--- src/hdl/ocft_map.vh ---
`ifndef OCFT_MAP_VH
`define OCFT_MAP_VH
// Register byte addresses on the AXI4-Lite slave
`define OCFT_ADDR_CON2     8'h00
`define OCFT_ADDR_STATUS   8'h04
`define OCFT_ADDR_MASK     8'h08
`define OCFT_ADDR_CTRL     8'h0C
// Field positions in the second control register
`define OCFT_BIT_FAULT_HOLD_MODE     15
`define OCFT_BIT_FAULT_DRIVE_LEVEL    14
`define OCFT_BIT_FLTTRI    13
`define OCFT_BIT_INV       12
`define OCFT_BIT_CASCADE   8
`define OCFT_BIT_TRIGSEL   7
`define OCFT_BIT_TIMER_TRIGGER_STATUS  6
`define OCFT_BIT_TRIS      5
`define OCFT_SEL_MSB       4
// Writable bits of the second control register (status bit excluded)
`define OCFT_CON2_WMASK    16'hF1BF
// Power-on value: two middle source select bits set
`define OCFT_CON2_RESET    16'h000C
// Status and mask bit positions
`define OCFT_EV_FAULT      0
`define OCFT_EV_TRIG       1
`define OCFT_EV_OFF        2
`define OCFT_EV_BITS       3
// Control register bits
`define OCFT_BIT_ENABLE    0
`define OCFT_BIT_FLAGCLR   1
// AXI response codes
`define OCFT_RESP_OKAY     2'h0
`define OCFT_RESP_SLVERR   2'h2
`endif

--- src/hdl/ocft_core.v ---
`timescale 1ns/1ps
`include "ocft_map.vh"

// Summary of operation
// Hold fault until source gone, flag cleared
// Fault drives tri-state, high or low
// Select bit picks trigger or sync mode
// Status set when triggered; timer held otherwise
// Direction bit tri-states the compare pin
// Software never selects channel as own source
// Emit trigger-out when channel turns off
// Software deselects source before disabling it
// Source select low bits, resets to 000C
module ocft_core #(
  parameter NSRC = 32,                    // Number of selectable sources
  parameter TW   = 16                     // Timebase width
) (
  input  wire             aclk,           // Peripheral clock
  input  wire             aresetn,        // Synchronous reset, active low
  input  wire             ce,             // Clock enable, freezes state when low
  // AXI4-Lite write address, data and response channels
  input  wire [7:0]       s_axi_awaddr,
  input  wire             s_axi_awvalid,
  output reg              s_axi_awready,
  input  wire [31:0]      s_axi_wdata,
  input  wire [3:0]       s_axi_wstrb,
  input  wire             s_axi_wvalid,
  output reg              s_axi_wready,
  output reg  [1:0]       s_axi_bresp,
  output reg              s_axi_bvalid,
  input  wire             s_axi_bready,
  // AXI4-Lite read address and data channels
  input  wire [7:0]       s_axi_araddr,
  input  wire             s_axi_arvalid,
  output reg              s_axi_arready,
  output reg  [31:0]      s_axi_rdata,
  output reg  [1:0]       s_axi_rresp,
  output reg              s_axi_rvalid,
  input  wire             s_axi_rready,
  // Channel pins and timebase settings
  input  wire             fault_in,       // Fault source pin, asynchronous
  input  wire [NSRC-1:0]  source_pulse,   // Trigger/sync pulses from same clock
  input  wire [TW-1:0]    period,         // Timebase period, last count
  input  wire [TW-1:0]    duty,           // Compare value for pulse width
  // Compare pin, cross-channel trigger and status
  output reg              compare_out,    // Compare pin output level
  output reg              compare_oe,     // High while the pin is driven
  output reg              trigger_out,    // One-cycle pulse when channel turns off
  output reg  [TW-1:0]    timer_count,    // Channel timebase
  output reg              irq             // Level interrupt
);

  // Fault pin synchroniser, three stages
  reg  [2:0]      fault_sync;
  reg             fault_seen;             // Debounced fault level
  // Registers
  reg  [15:0]     control_2;              // Second control register
  reg  [`OCFT_EV_BITS-1:0] status;        // Sticky events
  reg  [`OCFT_EV_BITS-1:0] mask;          // Interrupt enables
  reg             enable;                 // Channel on
  reg             channel_fault_flag;     // Fault latch, software cleared
  reg             fault_mode;             // Output overridden
  reg             timer_trigger_status;   // Timebase running in trigger mode
  // AXI write capture
  reg             aw_held;
  reg             w_held;
  reg  [7:0]      aw_addr;
  reg  [31:0]     w_data;
  reg  [3:0]      w_strb;

  // Decoded strobes and events, all in the same cycle
  // A write completes once both halves are held and no response is pending
  wire            do_write   = aw_held & w_held & ~s_axi_bvalid;
  wire            trig_sel   = control_2[`OCFT_BIT_TRIGSEL];
  wire [4:0]      sel        = control_2[`OCFT_SEL_MSB:0];
  // Source pulse picked by the select field
  wire            src_hit    = source_pulse[sel];
  // End of a period is the last count
  wire            period_end = (timer_count == period);
  // Control writes: bit 1 clears the fault flag, bit 0 sets the enable
  wire            flag_clr   = do_write & (aw_addr == `OCFT_ADDR_CTRL) & w_strb[0]
                               & w_data[`OCFT_BIT_FLAGCLR];
  wire            en_wr      = do_write & (aw_addr == `OCFT_ADDR_CTRL) & w_strb[0];
  wire            next_en    = en_wr ? w_data[`OCFT_BIT_ENABLE] : enable;
  // Event pulses feeding the sticky status register
  wire            fault_evt  = fault_seen & ~channel_fault_flag;
  wire            trig_evt   = enable & trig_sel & ~timer_trigger_status & src_hit;
  // Off event fires on the edge at which the enable bit drops
  wire            off_evt    = enable & ~next_en;

  // Byte-lane merge for 16-bit registers
  function [15:0] lane_merge;
    input [15:0] old;
    input [31:0] data;
    input [3:0]  strb;
    begin
      lane_merge = {strb[1] ? data[15:8] : old[15:8], strb[0] ? data[7:0] : old[7:0]};
    end
  endfunction

  // Synchronise the fault pin; stages 2 and 3 must agree before it counts
  always @(posedge aclk) begin
    if (!aresetn) begin
      fault_sync <= 3'h0;
      fault_seen <= 1'b0;
    end else if (ce) begin
      fault_sync <= {fault_sync[1:0], fault_in};
      // A one-cycle glitch on the pin is ignored, at the cost of one more
      // cycle of latency before the fault response starts
      if (fault_sync[1] == fault_sync[2])
        fault_seen <= fault_sync[2];
    end
  end

  // AXI write channel: address and data taken in either order
  always @(posedge aclk) begin
    if (!aresetn) begin
      aw_held       <= 1'b0;
      w_held        <= 1'b0;
      aw_addr       <= 8'h00;
      w_data        <= 32'h0000_0000;
      w_strb        <= 4'h0;
      s_axi_awready <= 1'b0;
      s_axi_wready  <= 1'b0;
      s_axi_bvalid  <= 1'b0;
      s_axi_bresp   <= `OCFT_RESP_OKAY;
    end else if (ce) begin
      // Ready pulses for one cycle, so each channel takes exactly one item
      s_axi_awready <= ~aw_held & ~s_axi_awready & s_axi_awvalid;
      s_axi_wready  <= ~w_held & ~s_axi_wready & s_axi_wvalid;
      // Address half
      if (s_axi_awvalid & s_axi_awready) begin
        aw_held <= 1'b1;
        aw_addr <= s_axi_awaddr;
      end
      // Data half with its byte strobes
      if (s_axi_wvalid & s_axi_wready) begin
        w_held <= 1'b1;
        w_data <= s_axi_wdata;
        w_strb <= s_axi_wstrb;
      end
      if (do_write) begin
        // Response follows both halves
        aw_held      <= 1'b0;
        w_held       <= 1'b0;
        s_axi_bvalid <= 1'b1;
        s_axi_bresp  <= (aw_addr > `OCFT_ADDR_CTRL || aw_addr[1:0] != 2'h0)
                        ? `OCFT_RESP_SLVERR : `OCFT_RESP_OKAY;
      end else if (s_axi_bvalid & s_axi_bready) begin
        // Response stood until the master took it
        s_axi_bvalid <= 1'b0;
      end
    end
  end

  // AXI read channel, one read at a time
  always @(posedge aclk) begin
    if (!aresetn) begin
      s_axi_arready <= 1'b0;
      s_axi_rvalid  <= 1'b0;
      s_axi_rdata   <= 32'h0000_0000;
      s_axi_rresp   <= `OCFT_RESP_OKAY;
    end else if (ce) begin
      // No new address is taken while a response still stands
      s_axi_arready <= ~s_axi_arready & ~s_axi_rvalid & s_axi_arvalid;
      if (s_axi_arvalid & s_axi_arready) begin
        s_axi_rvalid <= 1'b1;
        s_axi_rresp  <= `OCFT_RESP_OKAY;
        // Data picked from the address the master still holds
        case (s_axi_araddr)
          `OCFT_ADDR_CON2:   s_axi_rdata <= {16'h0000, control_2};
          `OCFT_ADDR_STATUS: s_axi_rdata <= {29'h0, status};
          `OCFT_ADDR_MASK:   s_axi_rdata <= {29'h0, mask};
          `OCFT_ADDR_CTRL:   s_axi_rdata <= {29'h0, fault_mode, channel_fault_flag, enable};
          default: begin
            // Unmapped address answers zero with an error
            s_axi_rdata <= 32'h0000_0000;
            s_axi_rresp <= `OCFT_RESP_SLVERR;
          end
        endcase
      end else if (s_axi_rvalid & s_axi_rready) begin
        // Data taken, channel free again
        s_axi_rvalid <= 1'b0;
      end
    end
  end

  // Register file; the trigger status bit is only written by hardware
  always @(posedge aclk) begin
    if (!aresetn) begin
      control_2 <= `OCFT_CON2_RESET;
      mask      <= 3'h0;
      enable    <= 1'b0;
    end else if (ce) begin
      // Writes merge per byte lane; unimplemented and status bits keep their
      // value, so software cannot fake the trigger status
      if (do_write && aw_addr == `OCFT_ADDR_CON2)
        control_2 <= (lane_merge(control_2, w_data, w_strb) & `OCFT_CON2_WMASK)
                     | (control_2 & ~`OCFT_CON2_WMASK);
      else
        // Status bit copies the timebase flag one cycle late
        control_2[`OCFT_BIT_TIMER_TRIGGER_STATUS] <= timer_trigger_status;
      // Mask uses the low lane only
      if (do_write && aw_addr == `OCFT_ADDR_MASK && w_strb[0])
        mask <= w_data[`OCFT_EV_BITS-1:0];
      // Enable follows control writes
      enable <= next_en;
    end
  end

  // Sticky status; a new event wins over a write-one clear
  always @(posedge aclk) begin
    if (!aresetn) begin
      status <= 3'h0;
      irq    <= 1'b0;
    end else if (ce) begin
      // Write-one clears a bit; an event in the same cycle sets it again
      if (do_write && aw_addr == `OCFT_ADDR_STATUS && w_strb[0])
        status <= (status & ~w_data[`OCFT_EV_BITS-1:0]) | {off_evt, trig_evt, fault_evt};
      else
        status <= status | {off_evt, trig_evt, fault_evt};
      // Registered level, so it trails the status by one cycle
      irq <= |(status & mask);
    end
  end

  // Fault latch and fault-mode exit
  always @(posedge aclk) begin
    if (!aresetn) begin
      channel_fault_flag <= 1'b0;
      fault_mode         <= 1'b0;
    end else if (ce) begin
      // Fault present sets the flag even during a clear
      if (fault_seen)
        channel_fault_flag <= 1'b1;
      else if (flag_clr)
        channel_fault_flag <= 1'b0;
      // Fault mode starts at once and ends only at a period boundary
      if (fault_seen) begin
        fault_mode <= 1'b1;
      end else if (fault_mode && period_end) begin
        // Leave only at a period boundary so a whole pulse resumes
        // In hold mode the flag must be cleared as well as the source gone
        if (!control_2[`OCFT_BIT_FAULT_HOLD_MODE] || !channel_fault_flag)
          fault_mode <= 1'b0;
      end
    end
  end

  // Timebase: triggered or synchronised from the selected source
  always @(posedge aclk) begin
    if (!aresetn) begin
      timer_count          <= {TW{1'b0}};
      timer_trigger_status <= 1'b0;
    end else if (ce) begin
      // A disabled channel keeps its timebase at zero
      if (!enable) begin
        timer_count          <= {TW{1'b0}};
        timer_trigger_status <= 1'b0;
      end else if (trig_sel) begin
        // Trigger mode: held clear until the source fires
        if (timer_trigger_status || src_hit)
          timer_trigger_status <= 1'b1;
        // Count only once triggered
        if (!timer_trigger_status)
          timer_count <= {TW{1'b0}};
        else
          timer_count <= period_end ? {TW{1'b0}} : timer_count + 1'b1;
      end else begin
        // Sync mode: source restarts the period
        timer_trigger_status <= 1'b0;
        if (src_hit || period_end)
          timer_count <= {TW{1'b0}};
        else
          timer_count <= timer_count + 1'b1;
      end
    end
  end

  // Pin drive; direction bit first, then fault override
  always @(posedge aclk) begin
    if (!aresetn) begin
      compare_out <= 1'b0;
      compare_oe  <= 1'b0;
      trigger_out <= 1'b0;
    end else if (ce) begin
      // One-cycle trigger out to channels that use this one as a source
      trigger_out <= off_evt;
      if (control_2[`OCFT_BIT_TRIS]) begin
        compare_oe  <= 1'b0;
        compare_out <= 1'b0;
      end else if (fault_mode || fault_seen) begin
        compare_oe  <= ~control_2[`OCFT_BIT_FLTTRI];
        compare_out <= control_2[`OCFT_BIT_FLTTRI] ? 1'b0 : control_2[`OCFT_BIT_FAULT_DRIVE_LEVEL];
      end else begin
        compare_oe  <= 1'b1;
        // Normal pulse: high while the count is below the compare value
        compare_out <= (enable & (timer_count < duty)) ^ control_2[`OCFT_BIT_INV];
      end
    end
  end

endmodule // ocft_core

--- config.mk ---
export PLATFORM = sky130hd
export DESIGN_NAME = ocft_core
export DESIGN_NICKNAME = d
export VERILOG_FILES = /design/src/hdl/ocft_core.v
export VERILOG_INCLUDE_DIRS = /design/src /design/src/hdl
export SDC_FILE = /design/constraint.sdc
export NUM_CORES = 1
export LEC_CHECK = 0
export ABC_AREA = 1
export BUFFER_PORTS_ARGS = -buffer_cell sky130_fd_sc_hd__buf_2
export CELL_PAD_IN_SITES_DETAIL_PLACEMENT = 1
export CELL_PAD_IN_SITES_GLOBAL_PLACEMENT = 1
export CORE_ASPECT_RATIO = 1.2
export CORE_MARGIN = 4
export CORE_UTILIZATION = 35
export DETAILED_ROUTE_END_ITERATION = 16
export HOLD_SLACK_MARGIN = 0.03
export PLACE_DENSITY_LB_ADDON = 0.25
export SETUP_SLACK_MARGIN = 0.05
export SYNTH_ARGS = -nofsm -noshare
export SYNTH_HDL_FRONTEND = slang
export SYNTH_SLANG_ARGS = --single-unit
--- constraint.sdc ---
create_clock -name aclk -period 2 [get_ports aclk]
set_input_delay 0.1 -clock aclk [delete_from_list [all_inputs] [get_ports aclk]]
set_output_delay 0.1 -clock aclk [all_outputs]
set_load 0.01 [all_outputs]
* Word-level counts from Yosys, hierarchy flattened
Index checks and enable logic that the tools add are counted.
** Operators by class
- Magnitude comparators :: 3
- Bitwise logic cells :: 40
- $add $sub $neg :: 1
- Equal/unequal tests :: 9
- Reductions and logical operators :: 39
- Multiplexer cells :: 36
** Operators by type and width (number)
- $mux W16 :: 5
- $pmux W16 S4 :: 1
- $eq A8 B4 Y1 const B :: 4
- $reduce_and A2 Y1 :: 13
- $mux W1 :: 24
- $and A1 B1 Y1 :: 22
- $add A16 B1 Y16 const B :: 1
- $eq A16 B16 Y1 :: 1
- $eq A8 B3 Y1 const B :: 2
- $logic_not A8 Y1 :: 2
- $lt A16 B16 Y1 :: 1
- $mux W8 :: 2
- $or A16 B12 Y16 :: 1
- $reduce_bool A2 Y1 :: 8
- $not A1 Y1 :: 11
- $gt A8 B4 Y1 const B :: 1
- $and A3 B3 Y3 :: 2
- $logic_and A1 B1 Y1 :: 6
- $lt A5 B6 Y1 const B :: 1
- $or A3 B3 Y3 :: 2
- $bmux W1 S5 :: 1
- $logic_or A1 B1 Y1 :: 5
- $mux W2 :: 2
- $reduce_or A4 Y1 :: 1
- 8 further kinds :: 9
** Storage, ports and cells
- Bits of input ports :: 125
- Word-level logic and storage cells :: 156
- Bits in registers :: 119
- Output and inout bits :: 61

* Longest topological paths before layout
- Depth in word-level cells :: 9
- Depth in mapped cells :: 14
- Gate-level depth less buffers :: 14

* Least setup slack after synthesis
Ideal clock, no wire load.
- Path kind :: register to register
- From :: register timer_count[0]
- To :: register timer_count[12]
- Stages on the path, launching flop included :: 10
- Buffers on the path :: 0
- Data required time :: 1.929 ns
- Library setup time :: 0.071 ns
- Path slack :: 0.375 ns
- Period minus slack after synthesis :: 1.625 ns
- Arrival :: 1.553 ns
- Cell sequence :: dfxtp_1 -> ha_1 -> nand4_1 -> nor3_2 -> nand2_1 -> o21ai_1 -> nand2_1 -> nor2_1 -> nand3_1 -> a21oi_1
** On the way
- Word-level cells in the longest chain between the ends :: 5
- Elaborated cells between the ends (all ways) :: 8
- Classes of those cells :: add/sub (1); eq/ne (1); mux (5); reduce/logical (1)
** RTL lines
- from (decl) :: line ocft_core.v:49 : output reg [TW-1:0] timer_count,
- from (signal assigned) :: line ocft_core.v:253 : timer_count <= {TW{1'b0}};
- from (signal assigned) :: line ocft_core.v:258 : timer_count <= {TW{1'b0}};
- from (signal assigned) :: line ocft_core.v:266 : timer_count <= {TW{1'b0}};
- $add A16 B1 Y16 or $eq A16 B16 Y1 (tied branches) :: line ocft_core.v:268, ocft_core.v:275, ocft_core.v:79
- $mux W16 or $logic_or A1 B1 Y1 (tied branches) :: line ocft_core.v:268, ocft_core.v:272
- $mux W16, on equally long branches :: line ocft_core.v:265, ocft_core.v:272
- $mux W16 (*) :: line ocft_core.v:260 : end else if (trig_sel) begin
- $mux W16 (*) :: line ocft_core.v:257 : if (!enable) begin
Mark *: on every way between the ends. The rest lies on a longest branch, timed or not.
A chain may end at the register's enable or synchronous reset.

* Final worst setup path
- From :: register timer_count[4]
- To :: register timer_count[1]
** On the way
- Word-level cells in the longest chain between the ends :: 5
- Elaborated cells between the ends (all ways) :: 7
- Classes of those cells :: eq/ne (1); mux (5); reduce/logical (1)
** RTL lines
- $eq A16 B16 Y1 (*) :: line ocft_core.v:79 : wire period_end = (timer_count == period);
- $mux W16 or $logic_or A1 B1 Y1 (tied branches) :: line ocft_core.v:268, ocft_core.v:272
- $mux W16, on equally long branches :: line ocft_core.v:265, ocft_core.v:272
- $mux W16 (*) :: line ocft_core.v:260
- $mux W16 (*) :: line ocft_core.v:257
Marks and branches as above.

==> impl_summary.md <==
Detailed routing
The iteration count of the initial detailed-routing pass is 4. The routed wire length on met3 is 599 µm. The starting DRC count in detailed routing is 194. The amount of wire on met2 after detailed routing is 8.43 mm. The final routed DRC violation total is 0.

Using the TritonRoute via totals, the vias-per-cell ratio works out to 4.97. After detailed routing, no signal wire sits above met4. The final antenna-violating net count is 0. The met1 layer wirelength in the final routing is 6.79 mm. In the final routed layout, each cell accounts on average for 15.3 µm. The total length of routed wires is 16.1 mm. The total number of vias is 5225.

Die
The initial core utilization is 35.7%. The core region is 14400 µm². The die covers 16600 µm². The floorplan step set the die width to 118 µm.

The floorplan has 48 rows. The die extent in y is 140 µm. The total I/O pin count is 186.

Min path
The hold-critical path depth is 3. The worst hold path class is input port to flop. The endpoint of the worst hold path is s_axi_arready. In this run the most critical hold path is launched from s_axi_arvalid.

Yosys
A synthesized cell averages 7.17 µm². The fraction of synthesis flops using an asynchronous set or reset pin is 0%. The count of different cell masters after synthesis is 41. For this run, the number of Yosys warnings is 0. For this run, the leading register cell type out of synthesis is sky130_fd_sc_hd__dfxtp_1. The synthesized design contains 91 register bits. Synthesis handed over a netlist of 714 instances. Sequential cells were found to cover 35.6% of the synthesized design area. The synthesized design contains 0 enable-type register cells.

The mapped netlist covers 5120 µm².

Cells and area
The multi-input combinational cells in the finished layout cover a total of 2710 µm². The number of fillers in the final layout is 1882. The count of inserted antenna diode cells is 0. The post-layout net count is 1012. The area of all sequential standard cells is 1830 µm². The post-route netlist has 27.2% of its cells at a drive strength greater than 1. The post-synthesis to final-layout area growth is 24.9%.

GRT
The number of antenna violations at the first check in global routing is 0. Global routing finished with a remaining overflow of 0. The global router's overall resource usage is 18.7%.

The global-route wire length before repair is 25.8 mm. Entering global routing, the biggest net connects 39 pins. The number of global-route vias before repair is 5387.

Worst setup path
The signal arrival time at the worst endpoint is 2030 ps. The highest net fanout along the worst path is 9. The endpoint identified for the worst register-to-register timing path is timer_count[1]. For flop-to-flop paths, the worst setup slack is 160 ps. By startpoint and endpoint, the worst setup path is classified as flop to flop. The first element of the critical path is timer_count[4]. The kind of end point of the critical path is a flop. The worst reg2reg path depth is 8. The startpoint class of the critical path is a flop.

In this run the critical register-to-register path is launched from timer_count[4]. Data on the critical path is required at its endpoint by 2200 ps.

Timing
Static timing analysis puts the maximum clock frequency at 0.545 GHz. For the finished layout, the period the worst path requires is 1840 ps. The actual slew at the worst max-slew pin is 621 ps.

The total of endpoints with negative setup slack in the final report is 0. The number of hold-slack violations in the final timing report is 0. Setup repair after global routing left no endpoint under its margin.

The worst pin sits at a relative slew slack of 58.2%. Between clock sinks in the finished design, the worst skew comes to 5.59 ps. The total negative setup slack is 0 ps.

The count of pins over their slew limit is 0. The final clock period utilization by the worst path is 91.8%. The post-route worst hold slack is 45.8 ps.

Power and ir drop
The leakage power is 0.00285 µW. The total power density per cell area is 643 nW/µm². The worst vdd rail ir drop is 0.330 mV.

CTS
The later-pin clock latency in the skew report is 330 ps. The count of H-tree levels built during CTS is 3. The number of buffers inserted during clock tree synthesis is 9. The buffer levels on the longest clock path is 2. The clock tree from TritonCTS is built. The clock transition at the register clock pins on the worst setup and hold paths after CTS is 60 ps. The clock root buffer is sky130_fd_sc_hd__clkbuf_16. The clock drives 91 sinks.

Place
The detailed placer's ending HPWL is 12.3 mm. The routability congestion estimate is 0.812. Input and output buffers added on the ports amount to 142.

Flow run
The count of max-cap constraint violations is 0.

Run status
The run finished with clean final reports.
-- cells in the final DEF (no fill, tap or decap), types with 2 or more instances in the layout --
master                          count
sky130_fd_sc_hd__clkbuf_16          9
sky130_fd_sc_hd__dfxtp_2            5
sky130_fd_sc_hd__nor2_4             2
sky130_fd_sc_hd__inv_6              3
sky130_fd_sc_hd__a211oi_1           4
sky130_fd_sc_hd__nor2_1            49
sky130_fd_sc_hd__conb_1            21
sky130_fd_sc_hd__buf_2            142
sky130_fd_sc_hd__nand3_1           46
sky130_fd_sc_hd__xnor2_1            2
sky130_fd_sc_hd__a31oi_1            4
sky130_fd_sc_hd__a21oi_1           84
sky130_fd_sc_hd__dfxtp_1           86
sky130_fd_sc_hd__o211ai_1           3
sky130_fd_sc_hd__nand2_1          126
sky130_fd_sc_hd__nor4_1             2
sky130_fd_sc_hd__a21oi_2           10
sky130_fd_sc_hd__o22ai_1            3
sky130_fd_sc_hd__inv_2              2
sky130_fd_sc_hd__nand3_2           16
sky130_fd_sc_hd__bufinv_16          2
sky130_fd_sc_hd__inv_1             86
sky130_fd_sc_hd__nor3_1            10
sky130_fd_sc_hd__dlygate4sd3_1      2
sky130_fd_sc_hd__nand4_1            8
sky130_fd_sc_hd__o21ai_0           65
sky130_fd_sc_hd__xor2_1            17
sky130_fd_sc_hd__nand2_2            6
sky130_fd_sc_hd__ha_1              16
sky130_fd_sc_hd__buf_4             30
-- synthesized netlist by cell type (2+ instances only) --
| master | count | area share [%] |
|---|---|---|
| sky130_fd_sc_hd__nand3_1 | 46 | 4.5 |
| sky130_fd_sc_hd__o211ai_1 | 3 | 0.44 |
| sky130_fd_sc_hd__clkbuf_1 | 17 | 1.2 |
| sky130_fd_sc_hd__inv_1 | 86 | 6.3 |
| sky130_fd_sc_hd__a31oi_1 | 4 | 0.49 |
| sky130_fd_sc_hd__a21oi_2 | 10 | 1.7 |
| sky130_fd_sc_hd__buf_4 | 21 | 3.1 |
| sky130_fd_sc_hd__buf_6 | 4 | 0.88 |
| sky130_fd_sc_hd__xor2_1 | 17 | 2.9 |
| sky130_fd_sc_hd__nor2_1 | 49 | 3.6 |
| sky130_fd_sc_hd__a21oi_1 | 84 | 8.2 |
| sky130_fd_sc_hd__nand3_2 | 16 | 3.1 |
| sky130_fd_sc_hd__nor4_1 | 2 | 0.24 |
| sky130_fd_sc_hd__o22ai_1 | 3 | 0.37 |
| sky130_fd_sc_hd__nor2_4 | 2 | 0.44 |
| sky130_fd_sc_hd__inv_2 | 2 | 0.15 |
| sky130_fd_sc_hd__nor3_1 | 10 | 0.98 |
| sky130_fd_sc_hd__buf_2 | 5 | 0.49 |
| sky130_fd_sc_hd__a211oi_1 | 4 | 0.59 |
| sky130_fd_sc_hd__nand2_2 | 6 | 0.73 |
| sky130_fd_sc_hd__dfxtp_1 | 91 | 36 |
| sky130_fd_sc_hd__o21ai_0 | 65 | 6.4 |
| sky130_fd_sc_hd__xnor2_1 | 2 | 0.34 |
| sky130_fd_sc_hd__ha_1 | 16 | 3.9 |
| sky130_fd_sc_hd__nand4_1 | 8 | 0.98 |
| sky130_fd_sc_hd__nand2_1 | 126 | 9.2 |
-- metrics by stage --
step | setup slack [ps] | total power [µW] | instances | utilization [%] | area, µm²
5_1_grt | 22.3 | 4300 | 1051 | 44.5 | 6390
6_report | 165 | 4110 | 1051 | 44.5 | 6390
2_1_floorplan | 375 | 2130 | 734 | - | 5190
4_1_cts | 155 | 4160 | 1038 | 43.8 | 6280
3_3_place_gp | 193 | 2250 | 1020 | 41.3 | 5930
3_5_place_dp | 179 | 2270 | 1020 | 41.3 | 5930
-- worst max-delay path by stage --
stage,endpoint,slack [ps],cells after the start
3_3_place_gp,timer_count[12],190,9
3_5_place_dp,timer_count[12],180,9
4_1_cts,timer_count[12],150,9
6_report,timer_count[1],160,8
5_1_grt,timer_count[12],20,9
2_1_floorplan,timer_count[12],380,9
-- flip-flops by register name, indices dropped and copies added (netlist names), 2 cells and up --
signal	count
timer_count	16
control_2	13
s_axi_rdata	13
w_data	12
aw_addr	8
fault_sync	3
mask	3
status	3
w_strb	2
-- critical path, cell delays in order, from the launching register on --
cell                       delay (ps)
sky130_fd_sc_hd__dfxtp_1          520
sky130_fd_sc_hd__xor2_1           120
sky130_fd_sc_hd__nor2_1           140
sky130_fd_sc_hd__nand4_1          100
sky130_fd_sc_hd__nor2_1           340
sky130_fd_sc_hd__nor2_4           140
sky130_fd_sc_hd__buf_4            190
sky130_fd_sc_hd__nand3b_1          90
sky130_fd_sc_hd__a21oi_1           70
-- where the power goes --
group          total, µW  switching, µW  internal, µW
Sequential          1860           20.1          1840
Combinational        377            217           160
Clock               1870            730          1140
Total               4110            967          3140
-- layer usage --
layer	up-vias	track usage (%)
met2	118	34.6
met4	0	5.86
met5	-	0
li1	2622	-
met1	2462	22.1
met3	23	2.95
-- logic make-up after synthesis --
kind of cell	synth area share, %
and+or+nand+nor	25.9
other	0.0733
DFF	35.6
buffers and inverters	13.0
xor gates and xnor gates	3.25
AOI/OAI and AO/OA	18.3
adders and majority gates	3.91
-- layout make-up --
type / instances / area share, %
well taps: 175 / 3.43
inverters: 89 / 5.30
flip-flops and latches: 91 / 28.6
clock buffers: 10 / 3.74
repair buffers: 175 / 15.1
clock inverters: 6 / 1.47
multi-input cells: 505 / 42.3
-- what timing repair did --
action                                  in CTS  in global routing
endpoints found under the setup margin       0                 11
setup buffers                                0                 13
endpoints found under the hold margin        2                  0
resized for setup                            0                  6
hold buffers                                 2                  0
No activity file was read; power rests on OpenSTA's default activity.
